===== config.mk =====
export PLATFORM = sky130hd
export DESIGN_NAME = fgrc_regs
export DESIGN_NICKNAME = d
export VERILOG_FILES = /design/src/hw/fgrc_pkg.sv /design/src/hw/fgrc_sync.sv /design/src/hw/fgrc_speed_sel.sv /design/src/hw/fgrc_regs.sv
export SDC_FILE = /design/constraint.sdc
export NUM_CORES = 1
export LEC_CHECK = 0
export ABC_AREA = 1
export BUFFER_PORTS_ARGS = -buffer_cell sky130_fd_sc_hd__buf_2
export CAP_MARGIN = 15
export CORE_MARGIN = 2
export CORE_UTILIZATION = 58
export DETAILED_ROUTE_END_ITERATION = 10
export HOLD_SLACK_MARGIN = 0.03
export MAX_ROUTING_LAYER = met4
export PLACE_DENSITY = 0.83
export SETUP_SLACK_MARGIN = 0.1
export SLEW_MARGIN = 20
export SYNTH_ARGS = -nofsm -noshare
export SYNTH_HDL_FRONTEND = slang
export SYNTH_SLANG_ARGS = --single-unit

===== constraint.sdc =====
create_clock -name mclk -period 2 [get_ports mclk]
set_clock_uncertainty 0.05 [all_clocks]
set_input_delay 0.1 -clock mclk [delete_from_list [all_inputs] [get_ports mclk]]
set_output_delay 0.1 -clock mclk [all_outputs]
set_load 0.01 [all_outputs]

===== src/hw/fgrc_pkg.sv =====
`default_nettype none
package fgrc_pkg;
	// ==========================================
	// Register offsets
	localparam logic [7:0] OFS_PIN_CAPABILITY = 8'h04;
	localparam logic [7:0] OFS_PIN_USE_SELECT = 8'h05;
	localparam logic [7:0] OFS_SENSORS_INSTALLED = 8'h06;
	localparam logic [7:0] OFS_ALARM_SPEED_OVERRIDE = 8'h07;
	localparam logic [7:0] OFS_HOTPLUG_SPEED_OVERRIDE = 8'h08;
	localparam logic [7:0] OFS_FULL_SPEED_OVERRIDE = 8'h09;
	// ==========================================
	// Reset values and field layout
	localparam logic [7:0] RST_PIN_CAPABILITY = 8'h7F;
	localparam logic [7:0] RST_OVERRIDE = 8'h00;
	localparam logic [2:0] RST_PIN_USE_LOW = 3'h7;
	localparam int POS_DIODE_A_LO = 3;
	localparam int POS_DIODE_B_LO = 5;
	localparam int POS_LOCAL_SENSOR = 0;
	localparam int NUM_FANS = 2;
	// ==========================================
	// Detection settle time after reset release
	localparam int DETECT_TIME_NS = 1000;
	localparam int CLK_PERIOD_NS = 50;
	localparam int DETECT_CYCLES = (DETECT_TIME_NS + CLK_PERIOD_NS - 1) / CLK_PERIOD_NS;
	// ==========================================
	// Fan speed selections
	typedef enum logic [1:0]
	{
		FGRC_SPEED_NORMAL,
		FGRC_SPEED_ALARM,
		FGRC_SPEED_HOTPLUG,
		FGRC_SPEED_FULL
	} fgrc_speed_type;
endpackage
`default_nettype wire


===== src/hw/fgrc_sync.sv =====
`default_nettype none
module fgrc_sync
	import fgrc_pkg::*;
(
	// Clock and reset
	input wire logic mclk,
	input wire logic rst,
	// Level in and out
	input wire logic din,
	output logic dout
);
	logic meta_q;
	logic meta_d;
	logic out_q;
	logic out_d;

	always_comb
	begin
		meta_d = din;
		out_d = meta_q;
	end

	always_ff @(posedge mclk or posedge rst)
	begin
		if (rst)
		begin
			meta_q <= 1'b0;
			out_q <= 1'b0;
		end
		else
		begin
			meta_q <= meta_d;
			out_q <= out_d;
		end
	end

	assign dout = out_q;
endmodule
`default_nettype wire


===== src/hw/fgrc_speed_sel.sv =====
`default_nettype none
module fgrc_speed_sel
	import fgrc_pkg::*;
(
	// Requests for one fan
	input wire logic monitor_start,
	input wire logic alarm_req,
	input wire logic hotplug_req,
	input wire logic full_req,
	input wire logic hotplug_priority,
	// Chosen speed
	output fgrc_speed_type speed
);
	// Stopped monitoring outranks every override, full speed included
	always_comb
	begin
		if (!monitor_start)
			speed = FGRC_SPEED_ALARM; // see RL13
		else if (full_req)
			speed = FGRC_SPEED_FULL; // see RL14
		else if (alarm_req && hotplug_req)
			speed = hotplug_priority ? FGRC_SPEED_HOTPLUG : FGRC_SPEED_ALARM; // see RL12
		else if (hotplug_req)
			speed = FGRC_SPEED_HOTPLUG; // see RL10
		else if (alarm_req)
			speed = FGRC_SPEED_ALARM; // see RL9
		else
			speed = FGRC_SPEED_NORMAL;
	end
endmodule
`default_nettype wire


===== src/hw/fgrc_regs.sv =====
// How it works
// RL1 - Pin capability reads 7Fh, read-only
// RL2 - Pin-use bits 0,1 reset 1, writable
// RL3 - Pin-use bit 2 resets 1, writable
// RL4 - First diode found clears pin-use bits 3,4
// RL5 - Second diode found clears pin-use bits 5,6
// RL6 - Unused bits read zero, ignore writes
// RL7 - Local sensor bit always reads one
// RL8 - Remote sensor bits show power-up detection
// RL9 - Alarm override bits reset 0, force alarm
// RL10 - Hot-plug override bits force hot-plug speed
// RL11 - Full override bits force full speed
// RL12 - Priority bit picks hot-plug over alarm
// RL13 - Monitoring stopped means alarm speed
// RL14 - Full speed beats alarm and hot-plug
`default_nettype none
module fgrc_regs
	import fgrc_pkg::*;
#(
	parameter int NFANS = NUM_FANS
)
(
	// Clock and reset
	input wire logic mclk,
	input wire logic rst,
	// Register access from the serial bus engine
	input wire logic reg_wr,
	input wire logic reg_rd,
	input wire logic [7:0] reg_addr,
	input wire logic [7:0] reg_wdata,
	output logic [7:0] reg_rdata,
	// Diode sense pins
	input wire logic remote_diode_first,
	input wire logic remote_diode_second,
	// Control from the configuration and fan status registers
	input wire logic monitor_start,
	input wire logic [NFANS-1:0] hotplug_priority,
	// Fan speed selection per fan, two bits each
	output logic [2*NFANS-1:0] fan_speed
);
	// ==========================================
	// Pin synchronisers
	logic diode_a_sync;
	logic diode_b_sync;

	fgrc_sync u_sync_a
	(
		.mclk(mclk),
		.rst(rst),
		.din(remote_diode_first),
		.dout(diode_a_sync)
	);

	fgrc_sync u_sync_b
	(
		.mclk(mclk),
		.rst(rst),
		.din(remote_diode_second),
		.dout(diode_b_sync)
	);

	// ==========================================
	// Power-up detection
	typedef enum logic [1:0]
	{
		FGRC_DET_WAIT,
		FGRC_DET_LATCH,
		FGRC_DET_DONE
	} fgrc_det_type;

	fgrc_det_type det_q;
	fgrc_det_type det_d;
	logic [7:0] det_cnt_q;
	logic [7:0] det_cnt_d;
	logic remote_sensor_a_present_q;
	logic remote_sensor_a_present_d;
	logic remote_sensor_b_present_q;
	logic remote_sensor_b_present_d;

	// Detection waits for the synchronisers and the diode bias to settle
	always_comb
	begin
		det_d = det_q;
		det_cnt_d = det_cnt_q;
		remote_sensor_a_present_d = remote_sensor_a_present_q;
		remote_sensor_b_present_d = remote_sensor_b_present_q;
		case (det_q)
			FGRC_DET_WAIT:
			begin
				if (det_cnt_q == 8'(DETECT_CYCLES - 1))
					det_d = FGRC_DET_LATCH;
				else
					det_cnt_d = det_cnt_q + 8'h01;
			end
			FGRC_DET_LATCH:
			begin
				remote_sensor_a_present_d = diode_a_sync; // see RL8
				remote_sensor_b_present_d = diode_b_sync; // see RL8
				det_d = FGRC_DET_DONE;
			end
			FGRC_DET_DONE:
				det_d = FGRC_DET_DONE;
			default:
				det_d = FGRC_DET_WAIT;
		endcase
	end

	always_ff @(posedge mclk or posedge rst)
	begin
		if (rst)
		begin
			det_q <= FGRC_DET_WAIT;
			det_cnt_q <= 8'h00;
			remote_sensor_a_present_q <= 1'b0;
			remote_sensor_b_present_q <= 1'b0;
		end
		else
		begin
			det_q <= det_d;
			det_cnt_q <= det_cnt_d;
			remote_sensor_a_present_q <= remote_sensor_a_present_d;
			remote_sensor_b_present_q <= remote_sensor_b_present_d;
		end
	end

	// ==========================================
	// Writable registers
	logic [6:0] pin_use_q;
	logic [6:0] pin_use_d;
	logic [NFANS-1:0] alarm_q;
	logic [NFANS-1:0] alarm_d;
	logic [NFANS-1:0] hotplug_q;
	logic [NFANS-1:0] hotplug_d;
	logic [NFANS-1:0] full_q;
	logic [NFANS-1:0] full_d;
	logic [7:0] rdata_q;
	logic [7:0] rdata_d;

	always_comb
	begin
		pin_use_d = pin_use_q;
		alarm_d = alarm_q;
		hotplug_d = hotplug_q;
		full_d = full_q;
		// A software write in the latch cycle still wins over the detected default
		if (det_q == FGRC_DET_LATCH)
		begin
			pin_use_d[POS_DIODE_A_LO +: 2] = {2{~diode_a_sync}}; // see RL4
			pin_use_d[POS_DIODE_B_LO +: 2] = {2{~diode_b_sync}}; // see RL5
		end
		if (reg_wr)
		begin
			case (reg_addr)
				OFS_PIN_USE_SELECT:
					pin_use_d = reg_wdata[6:0]; // see RL2 see RL3 see RL4 see RL5
				OFS_ALARM_SPEED_OVERRIDE:
					alarm_d = reg_wdata[NFANS-1:0]; // see RL9
				OFS_HOTPLUG_SPEED_OVERRIDE:
					hotplug_d = reg_wdata[NFANS-1:0]; // see RL10
				OFS_FULL_SPEED_OVERRIDE:
					full_d = reg_wdata[NFANS-1:0]; // see RL11
				default:
					pin_use_d = pin_use_d;
			endcase
		end
	end

	// ==========================================
	// Read mux, unused bits read zero
	always_comb
	begin
		rdata_d = rdata_q;
		if (reg_rd)
		begin
			rdata_d = 8'h00; // see RL6
			case (reg_addr)
				OFS_PIN_CAPABILITY:
					rdata_d = RST_PIN_CAPABILITY; // see RL1
				OFS_PIN_USE_SELECT:
					rdata_d = {1'b0, pin_use_q};
				OFS_SENSORS_INSTALLED:
				begin
					rdata_d[POS_LOCAL_SENSOR] = 1'b1; // see RL7
					rdata_d[2:1] = {remote_sensor_b_present_q, remote_sensor_a_present_q};
				end
				OFS_ALARM_SPEED_OVERRIDE:
					rdata_d[NFANS-1:0] = alarm_q;
				OFS_HOTPLUG_SPEED_OVERRIDE:
					rdata_d[NFANS-1:0] = hotplug_q;
				OFS_FULL_SPEED_OVERRIDE:
					rdata_d[NFANS-1:0] = full_q;
				default:
					rdata_d = 8'h00;
			endcase
		end
	end

	always_ff @(posedge mclk or posedge rst)
	begin
		if (rst)
		begin
			pin_use_q <= {4'h0, RST_PIN_USE_LOW} | 7'h78;
			alarm_q <= RST_OVERRIDE[NFANS-1:0];
			hotplug_q <= RST_OVERRIDE[NFANS-1:0];
			full_q <= RST_OVERRIDE[NFANS-1:0];
			rdata_q <= 8'h00;
		end
		else
		begin
			pin_use_q <= pin_use_d;
			alarm_q <= alarm_d;
			hotplug_q <= hotplug_d;
			full_q <= full_d;
			rdata_q <= rdata_d;
		end
	end

	assign reg_rdata = rdata_q;

	// ==========================================
	// Fan speed choice, one selector per fan
	logic [2*NFANS-1:0] speed_d;
	logic [2*NFANS-1:0] speed_q;

	for (genvar f = 0; f < NFANS; f++)
	begin : g_fan
		fgrc_speed_sel u_sel
		(
			.monitor_start(monitor_start),
			.alarm_req(alarm_q[f]),
			.hotplug_req(hotplug_q[f]),
			.full_req(full_q[f]),
			.hotplug_priority(hotplug_priority[f]),
			.speed(speed_d[2*f +: 2])
		);
	end

	// Reset shows alarm speed: monitoring has not started yet
	always_ff @(posedge mclk or posedge rst)
	begin
		if (rst)
			speed_q <= {NFANS{FGRC_SPEED_ALARM}};
		else
			speed_q <= speed_d;
	end

	assign fan_speed = speed_q;

	// ==========================================
	// Checks
	a_cap_read: assert property (@(posedge mclk) disable iff (rst) // see RL1
		reg_rd && reg_addr == OFS_PIN_CAPABILITY |=> reg_rdata == 8'h7F)
		else $error("capability read wrong");
	a_use_top_zero: assert property (@(posedge mclk) disable iff (rst) // see RL6
		reg_rd && reg_addr == OFS_PIN_USE_SELECT |=> reg_rdata[7] == 1'b0)
		else $error("pin use bit 7 not zero");
	a_local_sensor: assert property (@(posedge mclk) disable iff (rst) // see RL7
		reg_rd && reg_addr == OFS_SENSORS_INSTALLED |=> reg_rdata[0] && reg_rdata[7:3] == 5'h00)
		else $error("sensor register bits wrong");
	a_pin_use_wr: assert property (@(posedge mclk) disable iff (rst) // see RL2
		reg_wr && reg_addr == OFS_PIN_USE_SELECT |=> pin_use_q == $past(reg_wdata[6:0]))
		else $error("pin use write lost");
	a_diode_a_det: assert property (@(posedge mclk) disable iff (rst) // see RL4
		det_q == FGRC_DET_LATCH && !reg_wr
		|=> pin_use_q[4:3] == {2{~remote_sensor_a_present_q}})
		else $error("first diode default wrong");
	a_diode_b_det: assert property (@(posedge mclk) disable iff (rst) // see RL5
		det_q == FGRC_DET_LATCH && !reg_wr
		|=> pin_use_q[6:5] == {2{~remote_sensor_b_present_q}})
		else $error("second diode default wrong");
	a_sense_hold: assert property (@(posedge mclk) disable iff (rst) // see RL8
		det_q == FGRC_DET_DONE |=> $stable(remote_sensor_a_present_q))
		else $error("detection changed after power-up");
	a_full_wins: assert property (@(posedge mclk) disable iff (rst) // see RL14
		monitor_start && full_q[0] |=> fan_speed[1:0] == FGRC_SPEED_FULL)
		else $error("full speed not chosen");
	a_stop_alarm: assert property (@(posedge mclk) disable iff (rst) // see RL13
		!monitor_start |=> fan_speed == {NFANS{FGRC_SPEED_ALARM}})
		else $error("alarm speed not forced");
	a_priority: assert property (@(posedge mclk) disable iff (rst) // see RL12
		monitor_start && !full_q[0] && alarm_q[0] && hotplug_q[0] && hotplug_priority[0]
		|=> fan_speed[1:0] == FGRC_SPEED_HOTPLUG)
		else $error("hot-plug priority ignored");
	a_alarm_wr: assert property (@(posedge mclk) disable iff (rst) // see RL9
		reg_wr && reg_addr == OFS_ALARM_SPEED_OVERRIDE ##1 !reg_wr
		|=> alarm_q == $past(reg_wdata[NFANS-1:0], 2))
		else $error("alarm override lost");
	a_full_wr: assert property (@(posedge mclk) disable iff (rst) // see RL11
		reg_wr && reg_addr == OFS_FULL_SPEED_OVERRIDE |=> full_q == $past(reg_wdata[NFANS-1:0]))
		else $error("full override lost");
	a_hot_wr: assert property (@(posedge mclk) disable iff (rst) // see RL10
		reg_wr && reg_addr == OFS_HOTPLUG_SPEED_OVERRIDE |=> hotplug_q == $past(reg_wdata[NFANS-1:0]))
		else $error("hot-plug override lost");
	a_bit2_reset: assert property (@(posedge mclk) disable iff (rst) // see RL3
		$fell(rst) |-> pin_use_q[2])
		else $error("pin use bit 2 reset wrong");
	a_sense_hold_b: assert property (@(posedge mclk) disable iff (rst) // see RL8
		det_q == FGRC_DET_DONE |=> $stable(remote_sensor_b_present_q))
		else $error("second detection changed after power-up");
	a_unmapped_zero: assert property (@(posedge mclk) disable iff (rst) // see RL6
		reg_rd && (reg_addr < OFS_PIN_CAPABILITY || reg_addr > OFS_FULL_SPEED_OVERRIDE)
		|=> reg_rdata == 8'h00)
		else $error("unmapped read not zero");
endmodule
`default_nettype wire


# Yosys cells after proc, flatten, opt, wreduce, memory -nomap -nowiden
# Index checks and enable logic that the tools add are counted.
# W data, S select, Z words.
# op_classes
mux,20
n_reduce_logical,9
eq_ne,10
n_bitwise,3
add_sub_neg,1
# op_table
operator,n
$eq A8 B3 Y1 const B,4
$mux W2,11
$eq A8 B4 Y1 const B,2
$mux W7,2
$pmux W2 S6,1
$reduce_and A2 Y1,5
$add A8 B1 Y8 const B,1
$eq A8 B5 Y1 const B,1
$pmux W4 S2,1
$mux W4,1
$pmux W2 S2,1
$not A1 Y1,3
$pmux W1 S3,1
$eq A2 B1 Y1 const B,1
$eq A2 B2 Y1 const B,1
$logic_and A1 B1 Y1,2
$logic_not A2 Y1,1
$mux W1,2
$ne A2 B2 Y1 const B,1
$reduce_or A2 Y1,1
# totals
regBits,41
elab_cells,58
out_inout_bits,12

# Longest topological paths before layout
# depth
depth_word,5
ltp_mapped,8

# Hierarchy
# A second synthesis with hierarchy kept.
# unflattened
hier_cells,225
area_unflattened_um2,1961.9
# by_module_without_submodules
mod,cells_per_inst,area_per_inst_um2,seq_area_each_um2,instances
fgrc_regs,201,1771.7,912.1,1
fgrc_sync,3,53.8,50.0,2
fgrc_speed_sel,9,41.3,0.0,2

# Worst setup path before layout
# Ideal clock, no wire load.
# synth_path
kind,register to register
startpoint,register det_cnt_q[0]
endpoint,register det_cnt_q[2]
n_path_buf,0
setup_slack_ps,690
stages_incl_launch_ff,9
period_less_slack_ps,1310
arrival_time_ps,1136
setup_ps,123
t_required_ps,1827
cell_sequence,dfrtp_1 > ha_1 > inv_1 > nor3_1 > nand4_1 > nand2_2 > inv_1 > nand3_1 > nand2_1
# synth_via
elab_chain_cells,3
word_cells_on_any_way,4
# synth_rtl
item,line_no,source
start: declaration,fgrc_regs.sv:73,logic [7:0] det_cnt_q;
start signal: assignment,fgrc_regs.sv:120,det_cnt_q <= det_cnt_d;
branches (longest 3 deep; another with $add A8 B1 Y8),--,
# Several ways; the timed one is not identified.
# A chain may end at the register's enable or synchronous reset.

# Worst setup path in the final report
# Same ends and word-level chain as after synthesis.

==> impl_results.md <==
* Status: completed
* Post-DP Area at between 2000 and 2500 um2
* Worst hold margin at 0.0574 ns
* Post-synth EDFFs at 0
* Slew Limit Fails at 0
* Final Setup Violations at 0
* Finished Layout Cells at 324
* H-tree Lvls at 2
* Die Wd at 61.2 um
* Worst reg2reg setup slack at 0.55 ns
* Final Routed Wirelength at 3530 um
* Sequential Area at 1010 um2
* Yosys reg bits at 40
* Crit-path max cell delay at 0.39 ns
* Post-synth ARST share at 100%
* Worst path bufs/invs at 2
* Hold-fix buffers, CTS at 16
* Total power at approximately 1600 uW
* Clock latency on the worst-skew pair at 0.36 ns
* DRC at 0
* Die height at 61.2 um
* CP required at approximately 2.2 ns
* Fmax at 689 MHz
* Syn Nets at 253
* Routed wire length on met3 at 177 um
* CTS Sinks at 40
* CTS Buf Count at 5
* # diodes at 0
* Total setup buffers inserted after CTS at 0
* WL per Instance at 10.9 um
* Final instance area at 2340 um2
* MaxCap Viol Count at 0
* Top cells by area, synth: dfrtp_1 41%, dfstp_2 12%, nand2_1 8.1%
* Inst Count DP at 300
* Wire length on met2 at 1780 um
* Top delay family on crit path: simple AND/OR/NAND/NOR gates
* Min cycle time layout at 1.45 ns
* Yosys top cell area share at 40.8%
* Startpoint Class: flip-flop
* Setup TNS at 0 ns
* DIE AREA at 3750 um2
* CP arrival at 1.65 ns
* P per Cell Area at 662 nW/um2
* Cells on Worst Hold Path at 3
* Antenna violations before repair at 0
* Worst setup EP type: flip-flop
* I/O Pins at 37
* Vias/cell at 4.89
* CP cell instances: ha_1 -> inv_1 -> nor3_1 -> nand4_1 -> nand2_2 -> inv_1 -> nand3_1 -> nand2_1
* Total number of vias at between 1500 and 2000
* R2R depth at 8
* Final hold vios at 0
* Area grow syn2layout at 23.3%
* Area taken by multi-input logic gates at about 710 um2
* Initial Utilization at 61.7%
* Worst r2r src: det_cnt_q[0]$_DFFE_PP0P_
* CTS tree: yes
* Clock tree buffer depth at 2
* Highest routed metal layer: met4
* # rows at 20
* Slowest cell on crit path: dfrtp_1
* Min-delay worst type: primary input to flip-flop
* Metal1 wirelength at 1510 um
* Cells after Synth at roughly 230
* Reg-to-Reg End: det_cnt_q[2]$_DFFE_PP0P_
* Yosys warns at 0
* CP Class: flip-flop to flip-flop
* RSZ-0062 raised after global routing: no
* Most common cell on crit path: inv_1
* PostCTS Resize Cnt at 0
* Cell Area, Synth at 1900 um2
* Clock root buffer: clkbuf_4
* Drt pass-1 iters at 6
* ANT nets after route at 0
* CP max FO at 8
* Vias in the first global route at about 1400
* Most frequent cells after synthesis: 41 x nand2_1, 37 x inv_1, 31 x dfrtp_1
* Largest net degree at the start of global routing at roughly 40
* # fillers at between 200 and 250
* Tcrit/Tclk final at 72.5%
* PortBufs at 34
* Min-Delay Endpoint: pin_use_q[1]$_DFFE_PP1P_
* Peak supply drop at 0.000476 V
* Share of the yosys chip area belonging to registers at 53.3%
* Area leader, netlist: dfrtp_1
* Routability cong. at 0.874
* Top-count cell post-synth: nand2_1
* Post-DP HPWL at roughly 2400 um
* Share of layout cells above drive strength 1 at between 20% and 30%
* Clock Pin Slew Worst Setup and Hold Paths at approximately 0.11 ns
* GRT Util Overall at 22.3%
* First-pass GRT wire length at roughly 5800 um
* Syn_area_per_cell at between 8 and 9 um2
* Hold path startpoint: reg_wr
* Primary FF master, synth: dfrtp_1
* Core area at 3080 um2
* Final net count at between 300 and 400
* Global route overflow at 0
* 1st-iter DRT viols at 53
* Count of different cell masters after synthesis at 25
* Leakage power at 0.00123 uW
[cell families (layout without fill, tap and decap cells)]
kind of cell / Yosys count / count (layout) / synth area share [%]
and+or+nand+nor: 101 / 101 / 23.8
buffers and inverters: 42 / 97 / 9.16
DFF: 40 / 40 / 53.3
AOI/OAI and AO/OA: 32 / 32 / 8.83
xor gates and xnor gates: 6 / 6 / 2.77
adders and majority gates: 3 / 3 / 1.98
other: 1 / 1 / 0.197
[state kept, by name (all words and copies together) (netlist names), 2 cells and up]
register	count
alarm_q	2
det_cnt_q	8
det_q	2
fan_speed	4
full_q	2
hotplug_q	2
pin_use_q	7
reg_rdata	7
[cell type report]
class | instances | share of cell area (%)
flip-flops and latches | 40 | 43.2
multi-input cells | 143 | 30.5
repair buffers | 52 | 14.8
inverters | 37 | 5.93
well taps | 44 | 2.35
clock buffers | 6 | 1.76
clock inverters | 2 | 1.50
[cell usage in the layout (no fill, tap or decap), types with 3 or more instances in the layout]
cell type and n:
nand2_1 41, inv_1 37, buf_2 34, dfrtp_1 31, nor2_1 24, nand3_1 21, dlygate4sd3_1 16, o21ai_0 11
a21oi_1 9, dfstp_2 9, o21ai_1 7, nor3_1 6, xor2_1 5, clkbuf_4 5, nand2_2 4, a31oi_1 4
ha_1 3
[power by group]
| group | total [uW] | internal [uW] | switching [uW] |
|---|---|---|---|
| sequential | 871 | 853 | 18.0 |
| combinational | 157 | 72.6 | 84.9 |
| clock | 522 | 262 | 260 |
[metal layers]
metal	vias up	track usage, %
met2	37	37.4
met3	6	5.25
met4	0	12.7
met1	721	24.2
li1	819	-
met5	-	-
[stage by stage]
stage	setup slack (ns)	utilization [%]
floorplan	0.690	-
global placement	0.566	68.4
detailed placement	0.580	68.4
CTS	0.547	76.1
global route	0.355	76.1
finish	0.549	76.1
[how the worst max path moves through the flow]
stage,startpoint,endpoint,slack (ns),depth (start not counted)
finish,det_cnt_q[0]$_DFFE_PP0P_,det_cnt_q[2]$_DFFE_PP0P_,0.55,8
global route,det_cnt_q[0]$_DFFE_PP0P_,det_cnt_q[2]$_DFFE_PP0P_,0.35,8
CTS,det_cnt_q[0]$_DFFE_PP0P_,det_cnt_q[2]$_DFFE_PP0P_,0.55,8
detailed placement,det_cnt_q[0]$_DFFE_PP0P_,det_cnt_q[2]$_DFFE_PP0P_,0.58,8
global placement,det_cnt_q[0]$_DFFE_PP0P_,det_cnt_q[2]$_DFFE_PP0P_,0.57,8
floorplan,det_cnt_q[0]$_DFFE_PP0P_,det_cnt_q[2]$_DFFE_PP0P_,0.69,8
[worst register-to-register path, stage by stage, from the launching register on]
cell	delay [ns]
dfrtp_1	0.39
ha_1	0.19
inv_1	0.06
nor3_1	0.14
nand4_1	0.14
nand2_2	0.16
inv_1	0.10
nand3_1	0.07
nand2_1	0.05
Note: power is estimated with default switching activity, not from simulation.
